$ cat src/shared/lpm_wake_pkg.sv
// constants and state layout for the wake source configuration block
package lpm_wake_pkg;
  // register addresses (7-bit)
  localparam logic [6:0]  ADDR_PROG_WAKE_EN = 7'h10;
  localparam logic [6:0]  ADDR_GND_WAKE_EN  = 7'h11;
  localparam logic [6:0]  ADDR_PROG_CMP     = 7'h12;
  // values after reset
  localparam logic [7:0]  PROG_WAKE_EN_RST  = 8'hFF;
  localparam logic [13:0] GND_WAKE_EN_RST   = 14'h3FFF;
  localparam logic [7:0]  PROG_CMP_RST      = 8'h00;
  // frame layout
  localparam int FRAME_BITS   = 32;
  localparam int ADDR_MSB     = 31;
  localparam int ADDR_LSB     = 25;
  localparam int RW_BIT       = 24;
  localparam int FAULT_BIT    = 23;
  localparam int PENDING_INTERRUPT_FLAG_BIT   = 22;
  localparam logic [5:0] FRAME_BITS_W = 6'h20;
  // channel counts
  localparam int PROG_CH = 8;
  localparam int GND_CH  = 14;
  localparam int ALL_CH  = 22;
  // polling timing
  localparam int CLK_MHZ          = 100;
  localparam int POLL_PERIOD_MS   = 64;
  localparam int POLL_PERIOD_CYC  = POLL_PERIOD_MS * 1000 * CLK_MHZ;
  localparam int POLL_ACTIVE_NS   = 1000;
  localparam int POLL_ACTIVE_CYC  = (POLL_ACTIVE_NS * CLK_MHZ + 999) / 1000;

  typedef struct packed {
    logic [2:0]  sclk_s;
    logic [2:0]  cs_s;
    logic [2:0]  mosi_s;
    logic        sclk_f;
    logic        cs_f;
    logic [21:0] sw1;
    logic [21:0] sw2;
    logic [21:0] sw3;
    logic [21:0] sw_f;
    logic [31:0] rx;
    logic [5:0]  cnt;
    logic [31:0] tx;
    logic [6:0]  last_addr;
    logic        last_rw;
    logic        miso;
    logic        miso_oe;
    logic [7:0]  wen_p;
    logic [13:0] wen_g;
    logic [7:0]  cmp_p;
    logic        lpm_d;
    logic [21:0] ref_sw;
    logic [31:0] poll_cnt;
    logic        wake;
    logic [21:0] poll_cur;
  } state_t;
endpackage : lpm_wake_pkg

$ cat src/verilog/lpm_wake_source_config.sv
// wake source configuration registers, serial slave and low-power wake logic
`timescale 1ns/10ps
// How it works
// (RL1) disabled channel change never wakes device
// (RL2) enabled channel change wakes from low power
// (RL3) host writes accepted anytime in normal mode
// (RL4) all wake enables read one after reset
// (RL5) all enables zero stops polling timer
// (RL6) programmable enables at 0x10, bits 7..0
// (RL7) ground enables at 0x11, bits 13..0
// (RL8) comparator-only channels wake without polling current
// (RL9) comparator-only at 0x12, resets to zero
// (RL10) comparator-only meant for driven logic inputs
// (RL11) current sources pulse once per polling period
// (RL12) frame: address, rw flag, 24 data bits
module lpm_wake_source_config #(
  parameter int POLL_PERIOD_CYCLES = lpm_wake_pkg::POLL_PERIOD_CYC,
  parameter int POLL_ACTIVE_CYCLES = lpm_wake_pkg::POLL_ACTIVE_CYC
) (
  input  wire logic        CLK_IN,
  input  wire logic        RESET_N_IN,
  input  wire logic        SCLK_IN,
  input  wire logic        CS_N_IN,
  input  wire logic        MOSI_IN,
  output logic             MISO_OUT,
  output logic             MISO_OE_OUT,
  input  wire logic        LOW_POWER_STATE_IN,
  input  wire logic [7:0]  PROG_SW_IN,
  input  wire logic [13:0] GND_SW_IN,
  input  wire logic        FAULT_SUMMARY_IN,
  input  wire logic        PENDING_INTERRUPT_FLAG_IN,
  output logic             WAKE_OUT,
  output logic [21:0]      POLL_CURRENT_OUT
);
  lpm_wake_pkg::state_t r;
  lpm_wake_pkg::state_t n;
  logic        sclk_rise;
  logic        sclk_fall;
  logic        cs_fall;
  logic        cs_rise;
  logic        run;
  logic        active;
  logic        sample;
  logic        hit;
  logic [21:0] en_mask;
  logic [21:0] cmp_mask;
  logic [21:0] diff;
  logic [21:0] rdata;

  // register read mux, unused bits zero
  always_comb
  begin
    case (r.last_addr)
      lpm_wake_pkg::ADDR_PROG_WAKE_EN: rdata = {14'h0000, r.wen_p}; // RL6
      lpm_wake_pkg::ADDR_GND_WAKE_EN:  rdata = {8'h00, r.wen_g};    // RL7
      lpm_wake_pkg::ADDR_PROG_CMP:     rdata = {14'h0000, r.cmp_p}; // RL9
      default:                         rdata = 22'h000000;
    endcase
  end

  // serial edge detection on filtered pins
  always_comb
  begin
    sclk_rise = (r.sclk_s[1] == r.sclk_s[2]) && r.sclk_s[2] && !r.sclk_f;
    sclk_fall = (r.sclk_s[1] == r.sclk_s[2]) && !r.sclk_s[2] && r.sclk_f;
    cs_fall   = (r.cs_s[1] == r.cs_s[2]) && !r.cs_s[2] && r.cs_f;
    cs_rise   = (r.cs_s[1] == r.cs_s[2]) && r.cs_s[2] && !r.cs_f;
  end

  // polling timer and change detection
  always_comb
  begin
    en_mask  = {r.wen_g, r.wen_p};
    cmp_mask = {14'h0000, r.cmp_p};
    diff     = r.sw_f ^ r.ref_sw;
    run      = LOW_POWER_STATE_IN && r.lpm_d && (|en_mask);                // RL5
    active   = run && (r.poll_cnt < 32'(POLL_ACTIVE_CYCLES));               // RL11
    sample   = run && (r.poll_cnt == 32'(POLL_ACTIVE_CYCLES - 1));
    hit      = (|(diff & en_mask & cmp_mask))                               // RL8
               || (sample && (|(diff & en_mask & ~cmp_mask)));              // RL1 RL2
  end

  // next state
  always_comb
  begin
    n        = r;
    n.sclk_s = {r.sclk_s[1:0], SCLK_IN};
    n.cs_s   = {r.cs_s[1:0], CS_N_IN};
    n.mosi_s = {r.mosi_s[1:0], MOSI_IN};
    n.sw1    = {GND_SW_IN, PROG_SW_IN};
    n.sw2    = r.sw1;
    n.sw3    = r.sw2;
    if (r.sclk_s[1] == r.sclk_s[2])
      n.sclk_f = r.sclk_s[2];
    if (r.cs_s[1] == r.cs_s[2])
      n.cs_f = r.cs_s[2];
    for (int i = 0; i < lpm_wake_pkg::ALL_CH; i++)
    begin
      if (r.sw2[i] == r.sw3[i])
        n.sw_f[i] = r.sw3[i];
    end
    // frame start: load reply to previous command
    if (cs_fall)
    begin
      n.tx      = {r.last_addr, r.last_rw, FAULT_SUMMARY_IN, PENDING_INTERRUPT_FLAG_IN, rdata}; // RL12
      n.miso    = r.last_addr[6];
      n.miso_oe = 1'b1;
      n.cnt     = 6'h00;
    end
    else if (!r.cs_f && sclk_rise)
    begin
      n.rx = {r.rx[30:0], r.mosi_s[2]};
      if (r.cnt != 6'h3F)
        n.cnt = r.cnt + 6'h01;
    end
    else if (!r.cs_f && sclk_fall)
    begin
      n.tx   = {r.tx[30:0], 1'b0};
      n.miso = r.tx[30];
    end
    else if (cs_rise)
    begin
      n.miso    = 1'b0;
      n.miso_oe = 1'b0;
      if (r.cnt == lpm_wake_pkg::FRAME_BITS_W)
      begin
        n.last_addr = r.rx[lpm_wake_pkg::ADDR_MSB:lpm_wake_pkg::ADDR_LSB]; // RL12
        n.last_rw   = r.rx[lpm_wake_pkg::RW_BIT];
        // writes land only in normal mode
        if (r.rx[lpm_wake_pkg::RW_BIT] && !LOW_POWER_STATE_IN)        // RL3
        begin
          case (r.rx[lpm_wake_pkg::ADDR_MSB:lpm_wake_pkg::ADDR_LSB])
            lpm_wake_pkg::ADDR_PROG_WAKE_EN: n.wen_p = r.rx[7:0];       // RL6
            lpm_wake_pkg::ADDR_GND_WAKE_EN:  n.wen_g = r.rx[13:0];      // RL7
            lpm_wake_pkg::ADDR_PROG_CMP:     n.cmp_p = r.rx[7:0];       // RL9
            default:                         n.cnt   = r.cnt;
          endcase
        end
      end
    end
    // low-power entry snapshot and wake latch
    n.lpm_d = LOW_POWER_STATE_IN;
    if (!LOW_POWER_STATE_IN)
      n.wake = 1'b0;
    else if (!r.lpm_d)
    begin
      n.ref_sw = r.sw_f;
      n.wake   = 1'b0;
    end
    else if (hit)
      n.wake = 1'b1;                                                    // RL2
    // polling period counter, held at zero when stopped
    if (!run)
      n.poll_cnt = 32'h00000000;                                        // RL5
    else if (r.poll_cnt == 32'(POLL_PERIOD_CYCLES - 1))
      n.poll_cnt = 32'h00000000;
    else
      n.poll_cnt = r.poll_cnt + 32'h00000001;
    n.poll_cur = active ? ~cmp_mask : 22'h000000;                       // RL8 RL11
  end

  // state register
  always_ff @(posedge CLK_IN or negedge RESET_N_IN)
  begin
    if (!RESET_N_IN)
    begin
      r          <= '0;
      r.sclk_f   <= 1'b0;
      r.cs_s     <= 3'h7;
      r.cs_f     <= 1'b1;
      r.wen_p    <= lpm_wake_pkg::PROG_WAKE_EN_RST;                     // RL4
      r.wen_g    <= lpm_wake_pkg::GND_WAKE_EN_RST;                      // RL4
      r.cmp_p    <= lpm_wake_pkg::PROG_CMP_RST;                         // RL9
    end
    else
      r <= n;
  end

  // outputs straight from flops
  assign MISO_OUT         = r.miso;
  assign MISO_OE_OUT      = r.miso_oe;
  assign WAKE_OUT         = r.wake;
  assign POLL_CURRENT_OUT = r.poll_cur;

  // checks

  // enables come out of reset at their defaults
  a_reset_enables: assert property (@(posedge CLK_IN) // RL4
    $rose(RESET_N_IN) |-> r.wen_p == 8'hFF && r.wen_g == 14'h3FFF && r.cmp_p == 8'h00)
    else $error("enables not all one after reset");

  // nothing enabled, nothing wakes
  a_no_wake_disabled: assert property (@(posedge CLK_IN) disable iff (!RESET_N_IN) // RL1
    (en_mask == 22'h000000 && r.lpm_d && !r.wake) |=> !r.wake)
    else $error("wake with every enable cleared");

  // changes on disabled channels only never wake
  a_disabled_change: assert property (@(posedge CLK_IN) disable iff (!RESET_N_IN) // RL1
    (LOW_POWER_STATE_IN && r.lpm_d && !r.wake && (diff & en_mask) == 22'h000000) |=> !r.wake)
    else $error("disabled channel woke the block");

  // reference taken on low-power entry
  a_snapshot_on_entry: assert property (@(posedge CLK_IN) disable iff (!RESET_N_IN) // RL1
    (LOW_POWER_STATE_IN && !r.lpm_d) |=> r.ref_sw == $past(r.sw_f))
    else $error("switch reference not taken on entry");

  // comparator-only change wakes next cycle
  a_cmp_wake_now: assert property (@(posedge CLK_IN) disable iff (!RESET_N_IN) // RL2
    (LOW_POWER_STATE_IN && r.lpm_d && |(diff & en_mask & cmp_mask)) |=> r.wake)
    else $error("comparator-only change did not wake");

  // polled change wakes at the sample point
  a_poll_wake: assert property (@(posedge CLK_IN) disable iff (!RESET_N_IN) // RL2
    (sample && |(diff & en_mask & ~cmp_mask)) |=> r.wake)
    else $error("polled change did not wake");

  // wake drops once back in normal mode
  a_wake_clears: assert property (@(posedge CLK_IN) disable iff (!RESET_N_IN) // RL2
    !LOW_POWER_STATE_IN |=> !r.wake)
    else $error("wake held in normal mode");

  // timer parked with every enable cleared
  a_poll_stopped: assert property (@(posedge CLK_IN) disable iff (!RESET_N_IN) // RL5
    (en_mask == 22'h000000) |=> r.poll_cnt == 32'h00000000 && r.poll_cur == 22'h000000)
    else $error("polling timer runs with no enables");

  // current pulse at period start
  a_poll_pulse: assert property (@(posedge CLK_IN) disable iff (!RESET_N_IN) // RL11
    (run && r.poll_cnt == 32'h00000000 && r.cmp_p == 8'h00) |=> r.poll_cur == 22'h3FFFFF)
    else $error("no current pulse at period start");

  // current off after the active time
  a_poll_idle: assert property (@(posedge CLK_IN) disable iff (!RESET_N_IN) // RL11
    (run && r.poll_cnt >= 32'(POLL_ACTIVE_CYCLES)) |=> r.poll_cur == 22'h000000)
    else $error("current on outside active time");

  // period counter stays in range
  a_poll_wraps: assert property (@(posedge CLK_IN) disable iff (!RESET_N_IN) // RL11
    r.poll_cnt < 32'(POLL_PERIOD_CYCLES))
    else $error("polling counter out of range");

  // no polling current on comparator-only channels
  a_cmp_no_current: assert property (@(posedge CLK_IN) disable iff (!RESET_N_IN) // RL8
    ##1 (r.poll_cur & {14'h0000, $past(r.cmp_p)}) == 22'h000000)
    else $error("polling current on comparator-only channel");

  // programmable enable write lands in normal mode
  a_write_taken: assert property (@(posedge CLK_IN) disable iff (!RESET_N_IN) // RL3
    (cs_rise && r.cnt == 6'h20 && r.rx[31:24] == 8'h21 && !LOW_POWER_STATE_IN)
    |=> r.wen_p == $past(r.rx[7:0]))
    else $error("wake enable write lost");

  // ground enable write lands in normal mode
  a_gnd_write_taken: assert property (@(posedge CLK_IN) disable iff (!RESET_N_IN) // RL7
    (cs_rise && r.cnt == 6'h20 && r.rx[31:24] == 8'h23 && !LOW_POWER_STATE_IN)
    |=> r.wen_g == $past(r.rx[13:0]))
    else $error("ground enable write lost");

  // comparator-only write lands in normal mode
  a_cmp_write_taken: assert property (@(posedge CLK_IN) disable iff (!RESET_N_IN) // RL9
    (cs_rise && r.cnt == 6'h20 && r.rx[31:24] == 8'h25 && !LOW_POWER_STATE_IN)
    |=> r.cmp_p == $past(r.rx[7:0]))
    else $error("comparator-only write lost");

  // writes in low power leave registers alone
  a_lp_write_refused: assert property (@(posedge CLK_IN) disable iff (!RESET_N_IN) // RL3
    (cs_rise && r.cnt == 6'h20 && r.rx[24] && LOW_POWER_STATE_IN)
    |=> $stable(r.wen_p) && $stable(r.wen_g) && $stable(r.cmp_p))
    else $error("write taken in low power");

  // registers stand between writes
  a_enable_hold: assert property (@(posedge CLK_IN) disable iff (!RESET_N_IN) // RL3
    !(cs_rise && r.cnt == 6'h20 && r.rx[24]) |=> $stable(r.wen_p) && $stable(r.wen_g) && $stable(r.cmp_p))
    else $error("register changed without a write");

  // unused reply bits read zero
  a_unused_zero: assert property (@(posedge CLK_IN) disable iff (!RESET_N_IN) // RL6
    cs_fall |=> r.tx[21:14] == 8'h00)
    else $error("unused reply bits not zero");

  // reply carries programmable enables
  a_reply_prog_data: assert property (@(posedge CLK_IN) disable iff (!RESET_N_IN) // RL6
    (cs_fall && r.last_addr == lpm_wake_pkg::ADDR_PROG_WAKE_EN) |=> r.tx[21:0] == {14'h0000, $past(r.wen_p)})
    else $error("programmable enable reply wrong");

  // reply carries ground enables
  a_reply_gnd_data: assert property (@(posedge CLK_IN) disable iff (!RESET_N_IN) // RL7
    (cs_fall && r.last_addr == lpm_wake_pkg::ADDR_GND_WAKE_EN) |=> r.tx[21:0] == {8'h00, $past(r.wen_g)})
    else $error("ground enable reply wrong");

  // reply carries comparator-only bits
  a_reply_cmp_data: assert property (@(posedge CLK_IN) disable iff (!RESET_N_IN) // RL9
    (cs_fall && r.last_addr == lpm_wake_pkg::ADDR_PROG_CMP) |=> r.tx[21:0] == {14'h0000, $past(r.cmp_p)})
    else $error("comparator-only reply wrong");

  // reply header echoes the last command
  a_frame_header: assert property (@(posedge CLK_IN) disable iff (!RESET_N_IN) // RL12
    cs_fall |=> r.tx[31:25] == $past(r.last_addr) && r.miso_oe)
    else $error("reply header wrong");

  // output enable follows the filtered select
  a_oe_in_frame: assert property (@(posedge CLK_IN) disable iff (!RESET_N_IN) // RL12
    r.miso_oe == !r.cs_f)
    else $error("data out enable not tied to select");

  // data out low while deselected
  a_miso_idle_low: assert property (@(posedge CLK_IN) disable iff (!RESET_N_IN) // RL12
    r.cs_f |-> !r.miso)
    else $error("data out not low while deselected");

  // main scenarios
  c_write_frame: cover property (@(posedge CLK_IN) cs_rise && r.cnt == 6'h20 && r.rx[24]);
  c_wake_poll:   cover property (@(posedge CLK_IN) sample && hit);
  c_wake_cmp:    cover property (@(posedge CLK_IN) $rose(r.wake) && |r.cmp_p);
  c_lp_write:    cover property (@(posedge CLK_IN) cs_rise && r.cnt == 6'h20 && r.rx[24] && LOW_POWER_STATE_IN);
  c_poll_stop:   cover property (@(posedge CLK_IN) LOW_POWER_STATE_IN && r.lpm_d && en_mask == 22'h000000);
endmodule : lpm_wake_source_config

$ cat config.mk
export PLATFORM = sky130hd
export DESIGN_NAME = lpm_wake_source_config
export DESIGN_NICKNAME = d
export VERILOG_FILES = /design/src/shared/lpm_wake_pkg.sv /design/src/verilog/lpm_wake_source_config.sv
export SDC_FILE = /design/constraint.sdc
export NUM_CORES = 1
export LEC_CHECK = 0
export BUFFER_PORTS_ARGS = -buffer_cell sky130_fd_sc_hd__buf_2
export CAP_MARGIN = 20
export CORE_ASPECT_RATIO = 0.75
export CORE_MARGIN = 2
export CORE_UTILIZATION = 35
export DETAILED_ROUTE_END_ITERATION = 8
export SETUP_SLACK_MARGIN = 0.05
export SLEW_MARGIN = 20
export SYNTH_ARGS = -nofsm -noshare
export SYNTH_HDL_FRONTEND = slang
export SYNTH_SLANG_ARGS = --single-unit
$ cat constraint.sdc
create_clock -name CLK_IN -period 1.95 [get_ports CLK_IN]
set_clock_uncertainty 0.15 [all_clocks]
set_input_delay 0.585 -clock CLK_IN [delete_from_list [all_inputs] [get_ports CLK_IN]]
set_output_delay 0.585 -clock CLK_IN [all_outputs]
set_load 0.02 [all_outputs]
==> impl_metrics.ini, run 1 <==
[worst_setup_path]
startpoint_type = flop
worstReg2RegStart = r[187]$_DFFE_PN0P_
arrival_ns = 2.47
crit_type = reg2reg
rr_worst_depth = 6
crit_fanout = 8
rrSetupSlack_ns = -0.22
crit_required_ns = 2.26
r2r-end = en_mask[2]$_DFFE_PN1P_
crit_path_end_kind = flop

[global_routing]
grt_pass1_vias = 6619
overflow = 0
grt_pass1_wl_um = 35200
grt_max_degree = 57
grt_usage_pct = 13.2
antenna_found_initial = 0

[synthesis]
synthFlopType = dfrtp_1
netlist.area_leader.share_pct = 57.1
syn_avg_cell_area_um2 = 13.0
synthCells = 832
yosys.cell_types.count = 53
synth_edf_count = 0
synth.most_common_cell = dfrtp_1
ys_warn_count = 0
async_flop_share_pct = 100
synth_largest_area_cell = dfrtp_1
synth_common_cells = dfrtp_1, mux2_2, nor2_1
yosysSeqAreaShare_pct = 63.4
synth_nets = 869
ys_seq_elements = 273
syn_area_um2 = 10800
synth_area_leaders = dfrtp_1, mux2_2, dfstp_2, xor2_1, nor2_1

[placement]
place_congestion = 0.780
dpl.hpwl_um = 14200
dp.cells = 1320
pre_cts_slack_ns = -0.507
numPortBuffers = 54

[floorplan]
rows = 55
die_w_um = 207
die_y_um = 156
initial_utilization_pct = 35.8
die_area_um2 = 32400
ios = 55
core-area_um2 = 30300

[final_layout]
layout.nets = 1031
syn_to_final_growth_pct = 29.1
diodes = 0
drive_gt1_share_pct = 37.9
stdcell_count = 1415

[sta]
rsz0062_at_grt = yes
clock.fmax_ghz = 0.462
fin_crit_sh_pct = 111
finalSetupViolCount = 72
max-slew-margin-rel_pct = 59.7
drv_slew = 0
hold_viol = 0
final.min_clock_period_ns = 2.17
worstMarginPinSlew_ns = 0.605
setup_slack_ns = -0.216

[pwr]
cellPowerDensity_nw_per_um2 = 910
power.leakage_nw = 6.24
pwr-share-clk_pct = 42.3
p_int_mw = 9.80
power_switching_mw = 2.93
swShare_pct = 23.0
power_frac_seq_pct = 50.1
ir_worst_vdd_uv = 706
p_comb_share_pct = 7.6

[clocking]
clock_latency_ns = 0.54
cts_inserted_buffers = 28
htree_levels = 1
cts_sinks = 273
path_clk_slew_ns = 0.06
clockRootBuffer = clkbuf_16
cts_tree = yes
clock_path_buffers = 3

[route]
routedWlPerCell_um = 15.1
totalWireLength_um = 21400
drtPass1Iterations = 4
drtIter0Drc = 281
drc = 0
final_antenna_net_count = 0
vias = 6650
avgViaCountPerCell = 4.70

[min_path]
hp-class = in2reg
min_from = LOW_POWER_STATE_IN
hold_path_depth = 2
min_to = r[77]$_DFF_PN0_

[outcome]
status = finished, violations left
violations = negative setup slack

[job]
drv_cap = 0
[power by group through the flow]
| stage | Clock [mW] | Combinational, mW | Sequential [mW] |
|---|---|---|---|
| floorplan | 0 | 0.512 | 6.39 |
| finish | 5.39 | 0.962 | 6.38 |
| CTS | 5.56 | 0.955 | 6.38 |
| detailed placement | 0 | 0.902 | 6.48 |
| global route | 5.81 | 1.09 | 6.43 |
| global placement | 0 | 0.880 | 6.47 |
[registers in the layout, indices dropped and copies added (netlist names)]
signal and cells:
en_mask 22, n 50, WAKE_OUT 1, POLL_CURRENT_OUT 9, cmp_mask 8, MISO_OE_OUT 1, MISO_OUT 1, r 181
[area by class of cell]
type | count | area (um2)
clock buffers | 43 | 837
clock inverters | 9 | 115
fillers | 2719 | 16300
inverters | 11 | 41.3
multi-input cells | 499 | 4000
flip-flops and latches | 273 | 6870
well taps | 399 | 499
repair buffers | 181 | 1620
[worst max path at each step]
stage,start,end,slack (ns),cells past startpoint
floorplan,n[286]$_DFF_PN0_,en_mask[0]$_DFFE_PN1P_,-0.15,7
global placement,LOW_POWER_STATE_IN,en_mask[5]$_DFFE_PN1P_,-0.46,7
detailed placement,LOW_POWER_STATE_IN,en_mask[2]$_DFFE_PN1P_,-0.51,7
CTS,r[187]$_DFFE_PN0P_,en_mask[2]$_DFFE_PN1P_,-0.23,6
global route,n[286]$_DFF_PN0_,en_mask[2]$_DFFE_PN1P_,-0.26,7
finish,r[187]$_DFFE_PN0P_,en_mask[2]$_DFFE_PN1P_,-0.22,6
[worst max-delay path, cell delays in order, from the launching register on]
cell and delay [ns]:
dfrtp_1 0.41, nor4bb_2 0.29, nand2_1 0.14, nor3_4 0.24
or3b_4 0.41, buf_8 0.16, mux2_4 0.29
[per-stage QoR]
step | total power, mW | hold slack, ns | TNS [ns] | util, % | instance area [um2]
final | 12.7 | 0.151 | -6.89 | 46.2 | 14000
after global routing | 13.3 | 0.145 | -11.78 | 46.2 | 14000
after CTS | 12.9 | 0.129 | -9.02 | 45.5 | 13800
after detailed placement | 7.38 | 0.185 | -16.33 | 40.1 | 12100
after global placement | 7.35 | 0.182 | -14.21 | 40.1 | 12100
after floorplan | 6.91 | 0.139 | -1.32 | - | 10900
[cells in the final DEF, fill, tap and decap left out, types with 9 or more instances in the layout]
cell type	instances
maj3_1	22
dfstp_2	26
buf_6	22
inv_1	11
mux2_4	18
clkbuf_16	30
mux2i_1	20
nand4_1	16
mux2_2	74
dlygate4sd3_1	26
a31oi_1	9
a21oi_1	17
buf_2	39
dfrtp_1	245
buf_4	77
nor2_4	12
o21ai_0	16
buf_12	10
nand2_1	66
nor2_2	17
nand3_1	27
xor2_1	43
nor2_1	39
[cell families (layout without fill, tap and decap cells)]
| kind of cell | Yosys count | in the layout | synth area share, % |
|---|---|---|---|
| AOI/OAI and AO/OA | 70 | 71 | 4.00 |
| buffers and inverters | 61 | 244 | 3.06 |
| xor gates and xnor gates | 50 | 50 | 4.04 |
| adders and majority gates | 29 | 29 | 2.84 |
| and+or+nand+nor | 236 | 236 | 10.9 |
| DFF | 273 | 273 | 63.4 |
| muxes | 113 | 113 | 11.8 |
[repair_timing]
| item | 4_1_cts | 5_1_grt |
|---|---|---|
| setup buffers | 10 | 5 |
| pin swaps | 20 | 10 |
| hold buffers | 26 | 0 |
| resized for setup | 61 | 61 |
| gates cloned | 5 | 2 |
| setup endpoints to repair | 100 | 135 |
| hold endpoints to repair | 51 | 0 |
[routing by layer]
layer	wire (um)	track usage [%]
met2	9080	19.1
met4	346	2.99
met3	699	2.15
met5	0	0
met1	11200	20.6
No activity file was read; power rests on OpenSTA's default activity.
==> run 2: changes to the inputs <==
Settings changed: CORE_UTILIZATION 35 to 55, PLACE_DENSITY set to 0.76.
==> run 2 against run 1 <==
Largest power group unchanged. The flow still finishes with violations (negative setup slack). Routed wire length fell by 0.82%. Global-route usage rose by 7.3 points. Setup slack improved by 0.025 ns.
==> impl_metrics.ini, run 2 (synthesized netlist as in run 1, its figures left out) <==
[outcome]
status = finished, violations left
violations = negative setup slack

[worst_setup_path]
worstReg2RegStart = n[286]$_DFF_PN0_
startpoint_type = flop
crit_required_ns = 2.26
crit_fanout = 8
crit_path_end_kind = flop
arrival_ns = 2.45
rr_worst_depth = 7
r2r-end = en_mask[0]$_DFFE_PN1P_
rrSetupSlack_ns = -0.19
crit_type = reg2reg

[final_layout]
syn_to_final_growth_pct = 25.3
layout.nets = 1018
largest-register = r
stdcell_count = 1253
final_common_cell = dfrtp_1
final_cell_mix = dfrtp_1, mux2_2, buf_4
postLayoutCoreUtil_pct = 70.2
diodes = 0
drive_gt1_share_pct = 36.7
largest_reg_flops = 181

[clocking]
cts_inserted_buffers = 26
htree_levels = 1
clock_latency_ns = 0.53
path_clk_slew_ns = 0.06
cts_tree = yes
clockRootBuffer = clkbuf_16
cts_sinks = 273
clock_path_buffers = 3

[global_routing]
grt_max_degree = 50
grt_usage_pct = 20.5
overflow = 0
grt_pass1_wl_um = 34800
antenna_found_initial = 0
grt_pass1_vias = 6769

[floorplan]
die_w_um = 166
die_y_um = 126
rows = 44
die_area_um2 = 20800
ios = 55
core-area_um2 = 19300
initial_utilization_pct = 56.0

[placement]
dp.cells = 1170
place_congestion = 0.840
dpl.hpwl_um = 13600
numPortBuffers = 54

[route]
final_antenna_net_count = 0
drc = 0
drtPass1Iterations = 5
avgViaCountPerCell = 5.41
drtIter0Drc = 432
totalWireLength_um = 21200
routedWlPerCell_um = 16.9
vias = 6782

[job]
drv_cap = 0

[pwr]
ir_worst_vdd_uv = 664
finalPower_mw = 12.5
power.leakage_nw = 6.13
cellPowerDensity_nw_per_um2 = 924

[sta]
setup_slack_ns = -0.191
fin_tns_setup_ns = -11.52
finalSetupViolCount = 78
drv_slew = 0
hold_viol = 0
clock.fmax_ghz = 0.467
fin_crit_sh_pct = 110
rsz0062_at_grt = yes
worstMarginPinSlew_ns = 0.641
final.min_clock_period_ns = 2.14
max-slew-margin-rel_pct = 57.3

[min_path]
hold_path_depth = 2
min_from = LOW_POWER_STATE_IN
min_to = r[77]$_DFF_PN0_
hp-class = in2reg
-- run 2: layout make-up --
class                           count  area, um2
Clock buffer                       36        758
Clock inverter                     11        144
Fill cell                        1248       5750
Inverter                           11       41.3
Multi-Input combinational cell    499       3950
Sequential cell                   273       6870
Tap cell                          253        317
Timing Repair Buffer              170       1500
-- run 2: power breakdown --
part | total [mW] | switching, mW | leakage (nW) | internal (mW)
Combinational | 0.943 | 0.455 | 2.27 | 0.487
Sequential | 6.40 | 0.333 | 3.42 | 6.06
Clock | 5.19 | 2.08 | 0.447 | 3.11
Total | 12.5 | 2.87 | 6.13 | 9.66
-- run 2: metal layers --
| layer | GRT usage, % | part of all wire [%] | vias up |
|---|---|---|---|
| li1 | - | - | 3185 |
| met1 | 31.1 | 48 | 3406 |
| met3 | 3.61 | 4.7 | 22 |
| met5 | 0 | 0 | - |
| met4 | 3.73 | 1.3 | 0 |
| met2 | 31.8 | 46 | 169 |
-- run 2: how the worst max path moves through the flow --
stage               depth (start not counted)  slack, ns                     end          startpoint
finish                                      7      -0.19  en_mask[0]$_DFFE_PN1P_    n[286]$_DFF_PN0_
global route                                7      -0.31  en_mask[4]$_DFFE_PN1P_    n[286]$_DFF_PN0_
CTS                                         6      -0.19  en_mask[0]$_DFFE_PN1P_  r[187]$_DFFE_PN0P_
detailed placement                          7      -0.47  en_mask[1]$_DFFE_PN1P_  LOW_POWER_STATE_IN
global placement                            7      -0.42  en_mask[5]$_DFFE_PN1P_  LOW_POWER_STATE_IN
floorplan                                   7      -0.15  en_mask[0]$_DFFE_PN1P_    n[286]$_DFF_PN0_
-- run 2: through the flow --
step / hold slack [ns] / setup slack [ns] / area [um2]
floorplan: 0.139 / -0.154 / 10900
global placement: 0.181 / -0.417 / 11900
detailed placement: 0.185 / -0.469 / 11900
CTS: 0.00545 / -0.193 / 13400
global route: 0.172 / -0.306 / 13600
finish: 0.166 / -0.191 / 13600
-- run 2: worst max-delay path: stages (launching register included) --
cell,delay (ns)
dfrtp_1,0.40
ha_2,0.18
or2b_4,0.22
nand4b_4,0.11
nor3_4,0.15
or3b_4,0.41
buf_8,0.16
mux2_4,0.30
-- run 2: what timing repair did --
item / in CTS / in global routing
hold endpoints to repair: 60 / 1
gates resized for setup: 63 / 50
buffers inserted: 5 / 2
endpoints found under the setup margin: 99 / 116
hold buffers: 25 / 1
cloned: 3 / 1
pin swaps: 26 / 10
